$ cat config.mk
export PLATFORM = sky130hd
export DESIGN_NAME = instrument_digital_io
export DESIGN_NICKNAME = d
export VERILOG_FILES = /design/src/hdl/dio_pkg.sv /design/src/hdl/instrument_digital_io.sv
export SDC_FILE = /design/constraint.sdc
export NUM_CORES = 1
export LEC_CHECK = 0
export ABC_AREA = 1
export BUFFER_PORTS_ARGS = -buffer_cell sky130_fd_sc_hd__buf_2
export CAP_MARGIN = 20
export CORE_UTILIZATION = 34
export DETAILED_ROUTE_END_ITERATION = 7
export HOLD_SLACK_MARGIN = 0.05
export PLACE_DENSITY = 0.54
export SYNTH_ARGS = -nofsm -noshare
export SYNTH_HDL_FRONTEND = slang
export SYNTH_SLANG_ARGS = --single-unit
export TNS_END_PERCENT = 30
$ cat constraint.sdc
create_clock -name clk_sys -period 2.5 [get_ports clk_sys]
set_input_delay 0.25 -clock clk_sys [delete_from_list [all_inputs] [get_ports clk_sys]]
set_output_delay 0.25 -clock clk_sys [all_outputs]
set_load 0.005 [all_outputs]
$ cat src/hdl/dio_pkg.sv
/*
  Constants and encodings for the instrument digital input/output port.
  Assumes a single 10 MHz system clock and a synchronous active-high reset.
*/
package dio_pkg;
  localparam int NUM_IN  = 8;
  localparam int NUM_OUT = 8;

  typedef enum logic [1:0] {
    ACT_DISABLED = 2'h0,
    ACT_SPAN     = 2'h1,
    ACT_ZERO     = 2'h2
  } in_action_t;

  typedef enum logic [1:0] {
    CAL_NONE = 2'h0,
    CAL_SPAN = 2'h1,
    CAL_ZERO = 2'h2
  } cal_sel_t;

  // Output state selection codes; fault flag bit i maps to code i+1
  localparam logic [4:0] SEL_DISABLED  = 5'h00;
  localparam logic [4:0] SEL_FAULT_LO  = 5'h01;
  localparam int         NUM_FAULTS    = 12;
  localparam logic [4:0] SEL_USB_DISC  = 5'h0D;
  localparam logic [4:0] SEL_BACKGND   = 5'h0E;
  localparam logic [4:0] SEL_SPAN      = 5'h0F;
  localparam logic [4:0] SEL_ZERO      = 5'h10;
  localparam logic [4:0] SEL_SYS_FAULT = 5'h11;

  localparam cal_sel_t CAL_RESET = CAL_NONE;
  localparam logic     SYNC_RESET = 1'b0;
endpackage

$ cat src/hdl/instrument_digital_io.sv
/*
  Digital input/output port: eight polarity-configurable action inputs and
  eight polarity-configurable state outputs. Input pins are asynchronous;
  configuration and instrument state come from logic on clk_sys.
*/
module instrument_digital_io
  import dio_pkg::*;
(
  input  wire logic                  clk_sys,
  input  wire logic                  sys_rst,
  input  wire logic [NUM_IN-1:0]     input_line_n_pin,
  input  wire logic [2*NUM_IN-1:0]   in_action,
  input  wire logic [NUM_IN-1:0]     in_active_high,
  input  wire logic [5*NUM_OUT-1:0]  out_select,
  input  wire logic [NUM_OUT-1:0]    out_active_high,
  input  wire logic [NUM_FAULTS-1:0] fault_flags,
  input  wire logic                  usb_disconnected,
  input  wire logic                  phase_background,
  input  wire logic                  phase_span,
  input  wire logic                  phase_zero,
  input  wire logic                  system_fault,
  output logic [1:0]                 cal_select,
  output logic                       cal_request,
  output logic [NUM_OUT-1:0]         output_line
);

  typedef struct packed {
    logic [NUM_IN-1:0]  sync1;
    logic [NUM_IN-1:0]  sync2;
    logic [NUM_IN-1:0]  act_prev;
    cal_sel_t           cal;
    logic               req;
    logic [NUM_OUT-1:0] out;
  } state_t;

  state_t st_r;
  state_t st_nxt;

  logic [NUM_IN-1:0]  in_act;
  logic [NUM_IN-1:0]  rise;
  logic [NUM_OUT-1:0] state_true;
  logic               any_rise;

  assign any_rise = |rise;

  genvar g;
  generate
    for (g = 0; g < NUM_IN; g++) begin : g_in
      assign in_act[g] = in_active_high[g] ? st_r.sync2[g] : ~st_r.sync2[g];
      assign rise[g]   = in_act[g] & ~st_r.act_prev[g]
                         & (in_action[2*g +: 2] != ACT_DISABLED);
    end
    for (g = 0; g < NUM_OUT; g++) begin : g_out
      logic [4:0] sel;
      assign sel = out_select[5*g +: 5];
      always_comb begin
        state_true[g] = 1'b0;
        if (sel >= SEL_FAULT_LO && sel < SEL_USB_DISC) begin
          state_true[g] = fault_flags[4'(sel - SEL_FAULT_LO)];
        end else if (sel == SEL_USB_DISC) begin
          state_true[g] = usb_disconnected;
        end else if (sel == SEL_BACKGND) begin
          state_true[g] = phase_background;
        end else if (sel == SEL_SPAN) begin
          state_true[g] = phase_span;
        end else if (sel == SEL_ZERO) begin
          state_true[g] = phase_zero;
        end else if (sel == SEL_SYS_FAULT) begin
          state_true[g] = system_fault;
        end else begin
          state_true[g] = 1'b0;
        end
      end
    end
  endgenerate

  always_comb begin
    st_nxt          = st_r;
    st_nxt.sync1    = input_line_n_pin;
    st_nxt.sync2    = st_r.sync1;
    st_nxt.act_prev = in_act;
    st_nxt.req      = 1'b0;
    // Lowest numbered span or zero line wins when several fire together
    for (int i = NUM_IN - 1; i >= 0; i--) begin
      if (rise[i]) begin
        if (in_action[2*i +: 2] == ACT_SPAN) begin
          st_nxt.cal = CAL_SPAN;
          st_nxt.req = 1'b1;
        end else if (in_action[2*i +: 2] == ACT_ZERO) begin
          st_nxt.cal = CAL_ZERO;
          st_nxt.req = 1'b1;
        end
      end
    end
    // Polarity applied to the selected state
    st_nxt.out = ~(state_true ^ out_active_high);
  end

  always_ff @(posedge clk_sys) begin
    if (sys_rst) begin
      st_r          <= '0;
      // Synchronisers start at the inactive level, no false edge
      st_r.sync1    <= ~in_active_high;
      st_r.sync2    <= ~in_active_high;
      st_r.cal      <= CAL_RESET;
      st_r.out      <= '0;
    end else begin
      st_r <= st_nxt;
    end
  end

  assign cal_select  = st_r.cal;
  assign cal_request = st_r.req;
  assign output_line = st_r.out;

  generate
    if (NUM_IN != 8 || NUM_OUT != 8) begin : g_bad_count
      $error("Unsupported line count");
    end
  endgenerate

  a_span_request: assert property (@(posedge clk_sys) disable iff (sys_rst)
    (rise[0] && in_action[1:0] == ACT_SPAN) |=> (cal_select == CAL_SPAN && cal_request))
    else $error("Span request not taken");
  a_zero_request: assert property (@(posedge clk_sys) disable iff (sys_rst)
    (rise[0] && in_action[1:0] == ACT_ZERO) |=> (cal_select == CAL_ZERO && cal_request))
    else $error("Zero request not taken");
  a_disabled_quiet: assert property (@(posedge clk_sys) disable iff (sys_rst)
    (in_action == '0) |=> !cal_request)
    else $error("Disabled inputs raised a request");
  a_single_launch: assert property (@(posedge clk_sys) disable iff (sys_rst)
    cal_request |=> !cal_request)
    else $error("Action launched twice");
  a_sync_delay: assert property (@(posedge clk_sys) disable iff (sys_rst)
    (in_active_high[0] && in_action[1:0] == ACT_SPAN && !in_act[0] && !st_r.sync1[0] && input_line_n_pin[0]
     && $stable(in_active_high[0]) && $stable(in_action[1:0])) ##1 input_line_n_pin[0]
     |=> ##1 cal_request)
    else $error("Active-high input not launched after sync");
  a_output_follow: assert property (@(posedge clk_sys) disable iff (sys_rst)
    (out_select[4:0] == SEL_SYS_FAULT) |=> (output_line[0] == ~($past(system_fault) ^ $past(out_active_high[0]))))
    else $error("Output does not follow state");
  a_disabled_out: assert property (@(posedge clk_sys) disable iff (sys_rst)
    (out_select[4:0] == SEL_DISABLED) |=> (output_line[0] == ~$past(out_active_high[0])))
    else $error("Disabled output went active");
  a_fault_flag: assert property (@(posedge clk_sys) disable iff (sys_rst)
    (out_select[4:0] == 5'h04 && out_active_high[0]) |=> (output_line[0] == $past(fault_flags[3])))
    else $error("Converter fault not routed");

  // Input side checks
  a_low_line_wins: assert property (@(posedge clk_sys) disable iff (sys_rst)
    (rise[0] && rise[1] && in_action[1:0] == ACT_SPAN && in_action[3:2] == ACT_ZERO)
    |=> (cal_select == CAL_SPAN && cal_request))
    else $error("Lower line did not win");
  a_top_line: assert property (@(posedge clk_sys) disable iff (sys_rst)
    (rise[7] && rise[6:0] == 7'h00 && in_action[15:14] == ACT_ZERO)
    |=> (cal_select == CAL_ZERO && cal_request))
    else $error("Line seven request lost");
  a_code3_quiet: assert property (@(posedge clk_sys) disable iff (sys_rst)
    (in_action == 16'hFFFF)
    |=> !cal_request)
    else $error("Reserved action raised a request");
  a_reserved_action: assert property (@(posedge clk_sys) disable iff (sys_rst)
    (rise[0] && in_action[1:0] == 2'h3 && rise[7:1] == 7'h00)
    |=> !cal_request)
    else $error("Reserved action on line zero launched");
  a_request_cause: assert property (@(posedge clk_sys) disable iff (sys_rst)
    cal_request
    |-> $past(any_rise))
    else $error("Request without an input edge");
  a_request_code: assert property (@(posedge clk_sys) disable iff (sys_rst)
    cal_request
    |-> (cal_select == CAL_SPAN || cal_select == CAL_ZERO))
    else $error("Request with no calibration selection");
  a_select_hold: assert property (@(posedge clk_sys) disable iff (sys_rst)
    !cal_request
    |-> $stable(cal_select))
    else $error("Calibration selection moved without request");
  a_active_low_in: assert property (@(posedge clk_sys) disable iff (sys_rst)
    (!in_active_high[1] && in_action[3:2] == ACT_ZERO && !st_r.sync2[1] && !st_r.act_prev[1] && !rise[0])
    |=> (cal_request && cal_select == CAL_ZERO))
    else $error("Active-low input not launched");
  a_reset_values: assert property (@(posedge clk_sys)
    sys_rst
    |=> (!cal_request && cal_select == CAL_NONE && output_line == 8'h00))
    else $error("Reset values wrong");

  // Output side checks
  a_usb_route: assert property (@(posedge clk_sys) disable iff (sys_rst)
    (out_select[9:5] == SEL_USB_DISC)
    |=> (output_line[1] == ~($past(usb_disconnected) ^ $past(out_active_high[1]))))
    else $error("Storage disconnect not routed");
  a_fault_first: assert property (@(posedge clk_sys) disable iff (sys_rst)
    (out_select[4:0] == SEL_FAULT_LO)
    |=> (output_line[0] == ~($past(fault_flags[0]) ^ $past(out_active_high[0]))))
    else $error("First fault flag not routed");
  a_fault_last: assert property (@(posedge clk_sys) disable iff (sys_rst)
    (out_select[4:0] == 5'h0C)
    |=> (output_line[0] == ~($past(fault_flags[11]) ^ $past(out_active_high[0]))))
    else $error("Last fault flag not routed");
  a_background_route: assert property (@(posedge clk_sys) disable iff (sys_rst)
    (out_select[9:5] == SEL_BACKGND)
    |=> (output_line[1] == ~($past(phase_background) ^ $past(out_active_high[1]))))
    else $error("Background phase not routed");
  a_span_phase: assert property (@(posedge clk_sys) disable iff (sys_rst)
    (out_select[4:0] == SEL_SPAN)
    |=> (output_line[0] == ~($past(phase_span) ^ $past(out_active_high[0]))))
    else $error("Span phase not routed");
  a_zero_phase: assert property (@(posedge clk_sys) disable iff (sys_rst)
    (out_select[9:5] == SEL_ZERO)
    |=> (output_line[1] == ~($past(phase_zero) ^ $past(out_active_high[1]))))
    else $error("Zero phase not routed");
  a_sysfault_second: assert property (@(posedge clk_sys) disable iff (sys_rst)
    (out_select[9:5] == SEL_SYS_FAULT)
    |=> (output_line[1] == ~($past(system_fault) ^ $past(out_active_high[1]))))
    else $error("System fault not routed");
  a_unused_code: assert property (@(posedge clk_sys) disable iff (sys_rst)
    (out_select[4:0] > SEL_SYS_FAULT)
    |=> (output_line[0] == ~$past(out_active_high[0])))
    else $error("Unused selection went active");

  for (g = 0; g < NUM_OUT; g++) begin : g_out_chk
    a_out_disabled: assert property (@(posedge clk_sys) disable iff (sys_rst)
      (out_select[5*g +: 5] == SEL_DISABLED)
      |=> (output_line[g] == ~$past(out_active_high[g])))
      else $error("Disabled output line went active");
  end

  c_span_launch: cover property (@(posedge clk_sys) cal_request && cal_select == CAL_SPAN);
  c_zero_launch: cover property (@(posedge clk_sys) cal_request && cal_select == CAL_ZERO);
  c_out_active_low: cover property (@(posedge clk_sys) !out_active_high[0] && !output_line[0]);
  c_low_line_race: cover property (@(posedge clk_sys) rise[0] && rise[1]);
  c_out_fault_active: cover property (@(posedge clk_sys) out_select[4:0] == SEL_FAULT_LO && fault_flags[0]);

endmodule

# [Word level (Yosys, flattened, before mapping)]
# Index checks and enable logic that the tools add are counted.
# Widths: inputs -> output; s select.
[classes] n_reduce_logical=16 n_lt_le_gt_ge=24 n_addsub=8 muxes=97 n_eq_ne=56 bitwise_logic=35
[ops] op="$eq 5x4->1 const B" count=24
[ops] op="$eq 5x5->1 const B" count=16
[ops] op="$mux 3" count=24
[ops] op="$mux 1" count=64
[ops] op="$ge 5x1->1 const B" count=8
[ops] op="$lt 4x5->1 const B" count=8
[ops] op="$lt 5x4->1 const B" count=8
[ops] op="$mux 35" count=1
[ops] op="$bmux 1 s4" count=8
[ops] op="$sub 4x1->4 const B" count=8
[ops] op="$and 1x1->1" count=16
[ops] op="$eq 2x1->1 const B" count=8
[ops] op="$eq 2x2->1 const B" count=8
[ops] op="$not 1->1" count=16
[ops] op="$not 8->8" count=2
[ops] op="$reduce_bool 2->1" count=8
[ops] op="$logic_and 1x1->1" count=8
[ops] op="$xor 8x8->8" count=1
[totals] reg_bits=35 out_inout_bits=11 input_bits=99 wordCells=242

# [Depth between registers and ports, before layout]
[depth] word_depth=27 depth_mapped=21

# [Least setup slack after synthesis]
# OpenSTA, ideal clock, no wires.
[synth_path] path_type="input to register" startpoint="input port out_select[30]" endpoint="register st_r, in the netlist output_line[6]" cell_stages=12 arrival_ps=1666 required_time_ps=2384 n_path_buf=1 setup_time_ps=116 path_slack_ps=717 path_cell_list="buf_4 -> inv_4 -> ha_1 -> inv_1 -> o21ai_0 -> o221ai_1 -> o31ai_1 -> mux2_1 -> nand2_1 -> nand2_1 -> o21ai_1 -> a21oi_1"
[synth_via] elab_chain_cells=9
[synth_lines] element="from (decl)" line_no="instrument_digital_io.sv:14" text="input wire logic [5*NUM_OUT-1:0] out_select,"
[synth_lines] element="parallel branches: the longest is 6 deep, another holds $sub 4x1->4"
[synth_lines] element="$mux 1 *" line_no="instrument_digital_io.sv:58" text="if (sel >= SEL_FAULT_LO && sel < SEL_USB_DISC) begin"
[synth_lines] element="$xor 8x8->8 *" line_no="instrument_digital_io.sv:96" text="st_nxt.out = ~(state_true ^ out_active_high);"
[synth_lines] element="$not 8->8 *" line_no="instrument_digital_io.sv:96"
[synth_lines] element="to (signal assigned)" line_no="instrument_digital_io.sv:108" text="st_r <= st_nxt;"
[synth_lines] element="to (decl)" line_no="instrument_digital_io.sv:36" text="state_t st_r;"
# Mark *: on every way between the ends. The select of a mux whose other input is x is not followed.
# A chain may end at the register's enable or synchronous reset.

# [Worst setup path in the final report]
[layout_path] startpoint="input port out_select[20]" endpoint="register st_r, in the netlist output_line[4]"
# The elaborated chain is that of the path after synthesis.

==> impl_metrics.yaml <==
cells_and_area:
  antenna_cells: 0
  num-nets-final: 836
  fin_cells: 843
  drive_gt1_frac: 0.213
  final_common_cell: "nand2_1"
  area.growth.synth_to_final_pct: 17.5
  post-route-cell-area_mm2: 0.00460
  fin_util: 0.417
  final_cell_mix: "nand2_1 (131), buf_2 (109), a21oi_1 (74)"
clocking:
  cts_buffer_depth: 2
  cts_buffers: 5
  cts_sinks: 35
  postCtsSetupBuffers: 0
  cts_root_buffer: "clkbuf_16"
  cts_hold_buffers: 0
  htreeDepth: 2
  clk_pin_slew_ns: 0.06
  ctsResizeCount: 0
  clk-insertion-delay-late_ns: 0.28
  tritoncts: "built"
grt:
  globalRouteTotalUtil: 0.194
  overflow: 0
  antenna_found_initial: 0
  grt_pass1_vias: 4011
  grt_pass1_wl_um: 18100
  grt_max_degree: 25
run_status:
  outcome: "complete, no violations"
yosys:
  synthCells: 614
  synth.avg_cell_area_um2: 6.38
  yosysWarningCount: 0
  synth-edff-count: 0
  yosysSeqAreaShare: 0.179
  syn_nets: 748
  synth.distinct_cells: 49
  synth-seq-cells: 35
  synth_area_mm2: 0.00392
  async_flop_share: 0
  synthFlopType: "dfxtp_1"
sta:
  postLayoutSetupSlackWorst_ns: 0.758
  setup_viol: 0
  hold_viol: 0
  post-route-min-period_ns: 1.74
  worstMarginPinSlew_ns: 0.631
  period_share: 0.697
  slew_headroom: 0.579
  slew_viol_final: 0
  fin_worst_skew_ns: 0.00969
  hold_ws_ns: 0.146
  rsz0062_at_grt: "false"
  max_freq_ghz: 0.574
  setup_tns_ns: 0
die:
  core_mm2: 0.0110
  die_w_um: 109
  ioPinCount: 110
  die_area_mm2: 0.0119
  start_util: 0.355
  fp-row-count: 38
  die_y_um: 109
worst_setup_path:
  critPathKind: "primary input to register"
  worstPathArrival_ns: 1.96
  reg2reg_from: "st_r[25]"
  max_stage_delay_ns: 0.32
  required_ns: 2.71
  start_kind: "primary input"
  cpMaxStageDelayCell: "ha_1"
  crit_path_cell_trace: "buf_2, inv_2, ha_1, inv_1, o21ai_0, a21oi_1, a21oi_1, a211oi_1, o21ai_1, o21ai_1, o21ai_1, a21oi_1"
  cp-end-kind: "register"
  worst-path-max-fanout: 12
  cp-startpoint: "out_select[20]"
route:
  totalWireLength_um: 11200
  post_drt_via_cell_ratio: 4.98
  drt_first_pass_iters: 4
  drt-wirelength-per-cell_um: 13.3
  drc: 0
  ant_nets: 0
  drt_iter0_drc: 111
  vias: 4199
pwr:
  power_switching_mw: 0.698
  p_seq_frac: 0.321
  internal-power_mw: 1.28
  leakage_nw: 2.32
  vdd_drop_max_mv: 0.342
  p_sw_frac: 0.353
  p_per_area_mw_per_mm2: 430
  p_comb_frac: 0.367
  power_mw: 1.98
  pwr-share-clk: 0.312
min_path:
  min_path_type: "primary input to register"
  hold_path.startpoint: "out_active_high[5]"
placement:
  pre_cts_ws_ns: 0.466
  dp_hpwl_um: 8780
  place.gp.congestion: 0.881
  dpl_cell_area_mm2: 0.00446
  io_buffer_count: 109
  place_inst: 835
run:
  drv_cap: 0
[sequential cells by signal, summed over array words and instances, names as in the netlist]
register and cells:
st_nxt 8, cal_request 1, output_line 8, st_r 16
cal_select 2
[Yosys cell counts (5+ instances only)]
cell / n / share of area
or2_2: 7 / 0.011
buf_4: 12 / 0.023
a21oi_1: 74 / 0.095
o21ai_1: 15 / 0.019
xnor2_1: 12 / 0.027
nand3_1: 26 / 0.033
nand4_1: 7 / 0.011
a211oi_1: 8 / 0.015
xor2_1: 6 / 0.013
nor2_1: 56 / 0.054
ha_1: 35 / 0.11
dfxtp_1: 35 / 0.18
nor3_2: 5 / 0.013
o21ai_0: 41 / 0.052
inv_2: 5 / 0.0048
and3_1: 5 / 0.0080
nand2_1: 131 / 0.13
buf_2: 12 / 0.015
nor3_1: 6 / 0.0077
inv_1: 60 / 0.058
[power groups by stage]
stage | sequential [mW] | clock [mW] | combinational [mW]
6_report | 0.634 | 0.616 | 0.726
5_1_grt | 0.640 | 0.657 | 0.833
4_1_cts | 0.635 | 0.640 | 0.728
3_5_place_dp | 0.647 | 0 | 0.724
3_3_place_gp | 0.646 | 0 | 0.710
2_1_floorplan | 0.643 | 0 | 0.515
[final cells by class]
type	count	area [um^2]
clock buffer	6	129
tap	140	175
sequential	35	701
clock inverter	2	12.5
fill	1202	6430
timing repair buffer	111	561
inverter	66	250
multi-input combinational	483	2770
[kinds of logic (layout without fill, tap and decap cells)]
| family | after synthesis | in the layout | synth area share |
|---|---|---|---|
| adders and majority gates | 35 | 35 | 0.112 |
| AOI/OAI and AO/OA | 175 | 175 | 0.263 |
| xor gates and xnor gates | 19 | 19 | 0.0444 |
| buffers and inverters | 96 | 185 | 0.113 |
| DFF | 35 | 35 | 0.179 |
| and+or+nand+nor | 253 | 253 | 0.286 |
| muxes | 1 | 1 | 0.00288 |
[final timing paths]
| kind | endpoint | slack [ns] | cells after the start |
|---|---|---|---|
| min reg2reg | st_r[19] | 0.42 | 2 |
| max reg2reg | cal_select[0] | 0.86 | 16 |
| max | output_line[4] | 0.76 | 12 |
| min | output_line[5] | 0.15 | 2 |
[routing by layer]
metal / global-route usage / routed length [um]
met1: 0.251 / 5120
met3: 0.0326 / 743
met5: 0 / 0
met4: 0.0524 / 127
met2: 0.331 / 5230
[critical path: cells and delay by family]
kind / cells / cell delay, ns
adder cells (fa/ha/maj): 1 / 0.32
AO/OA/AOI/OAI: 8 / 0.93
buffers and inverters: 3 / 0.45
(Power assumes the default switching activity.)
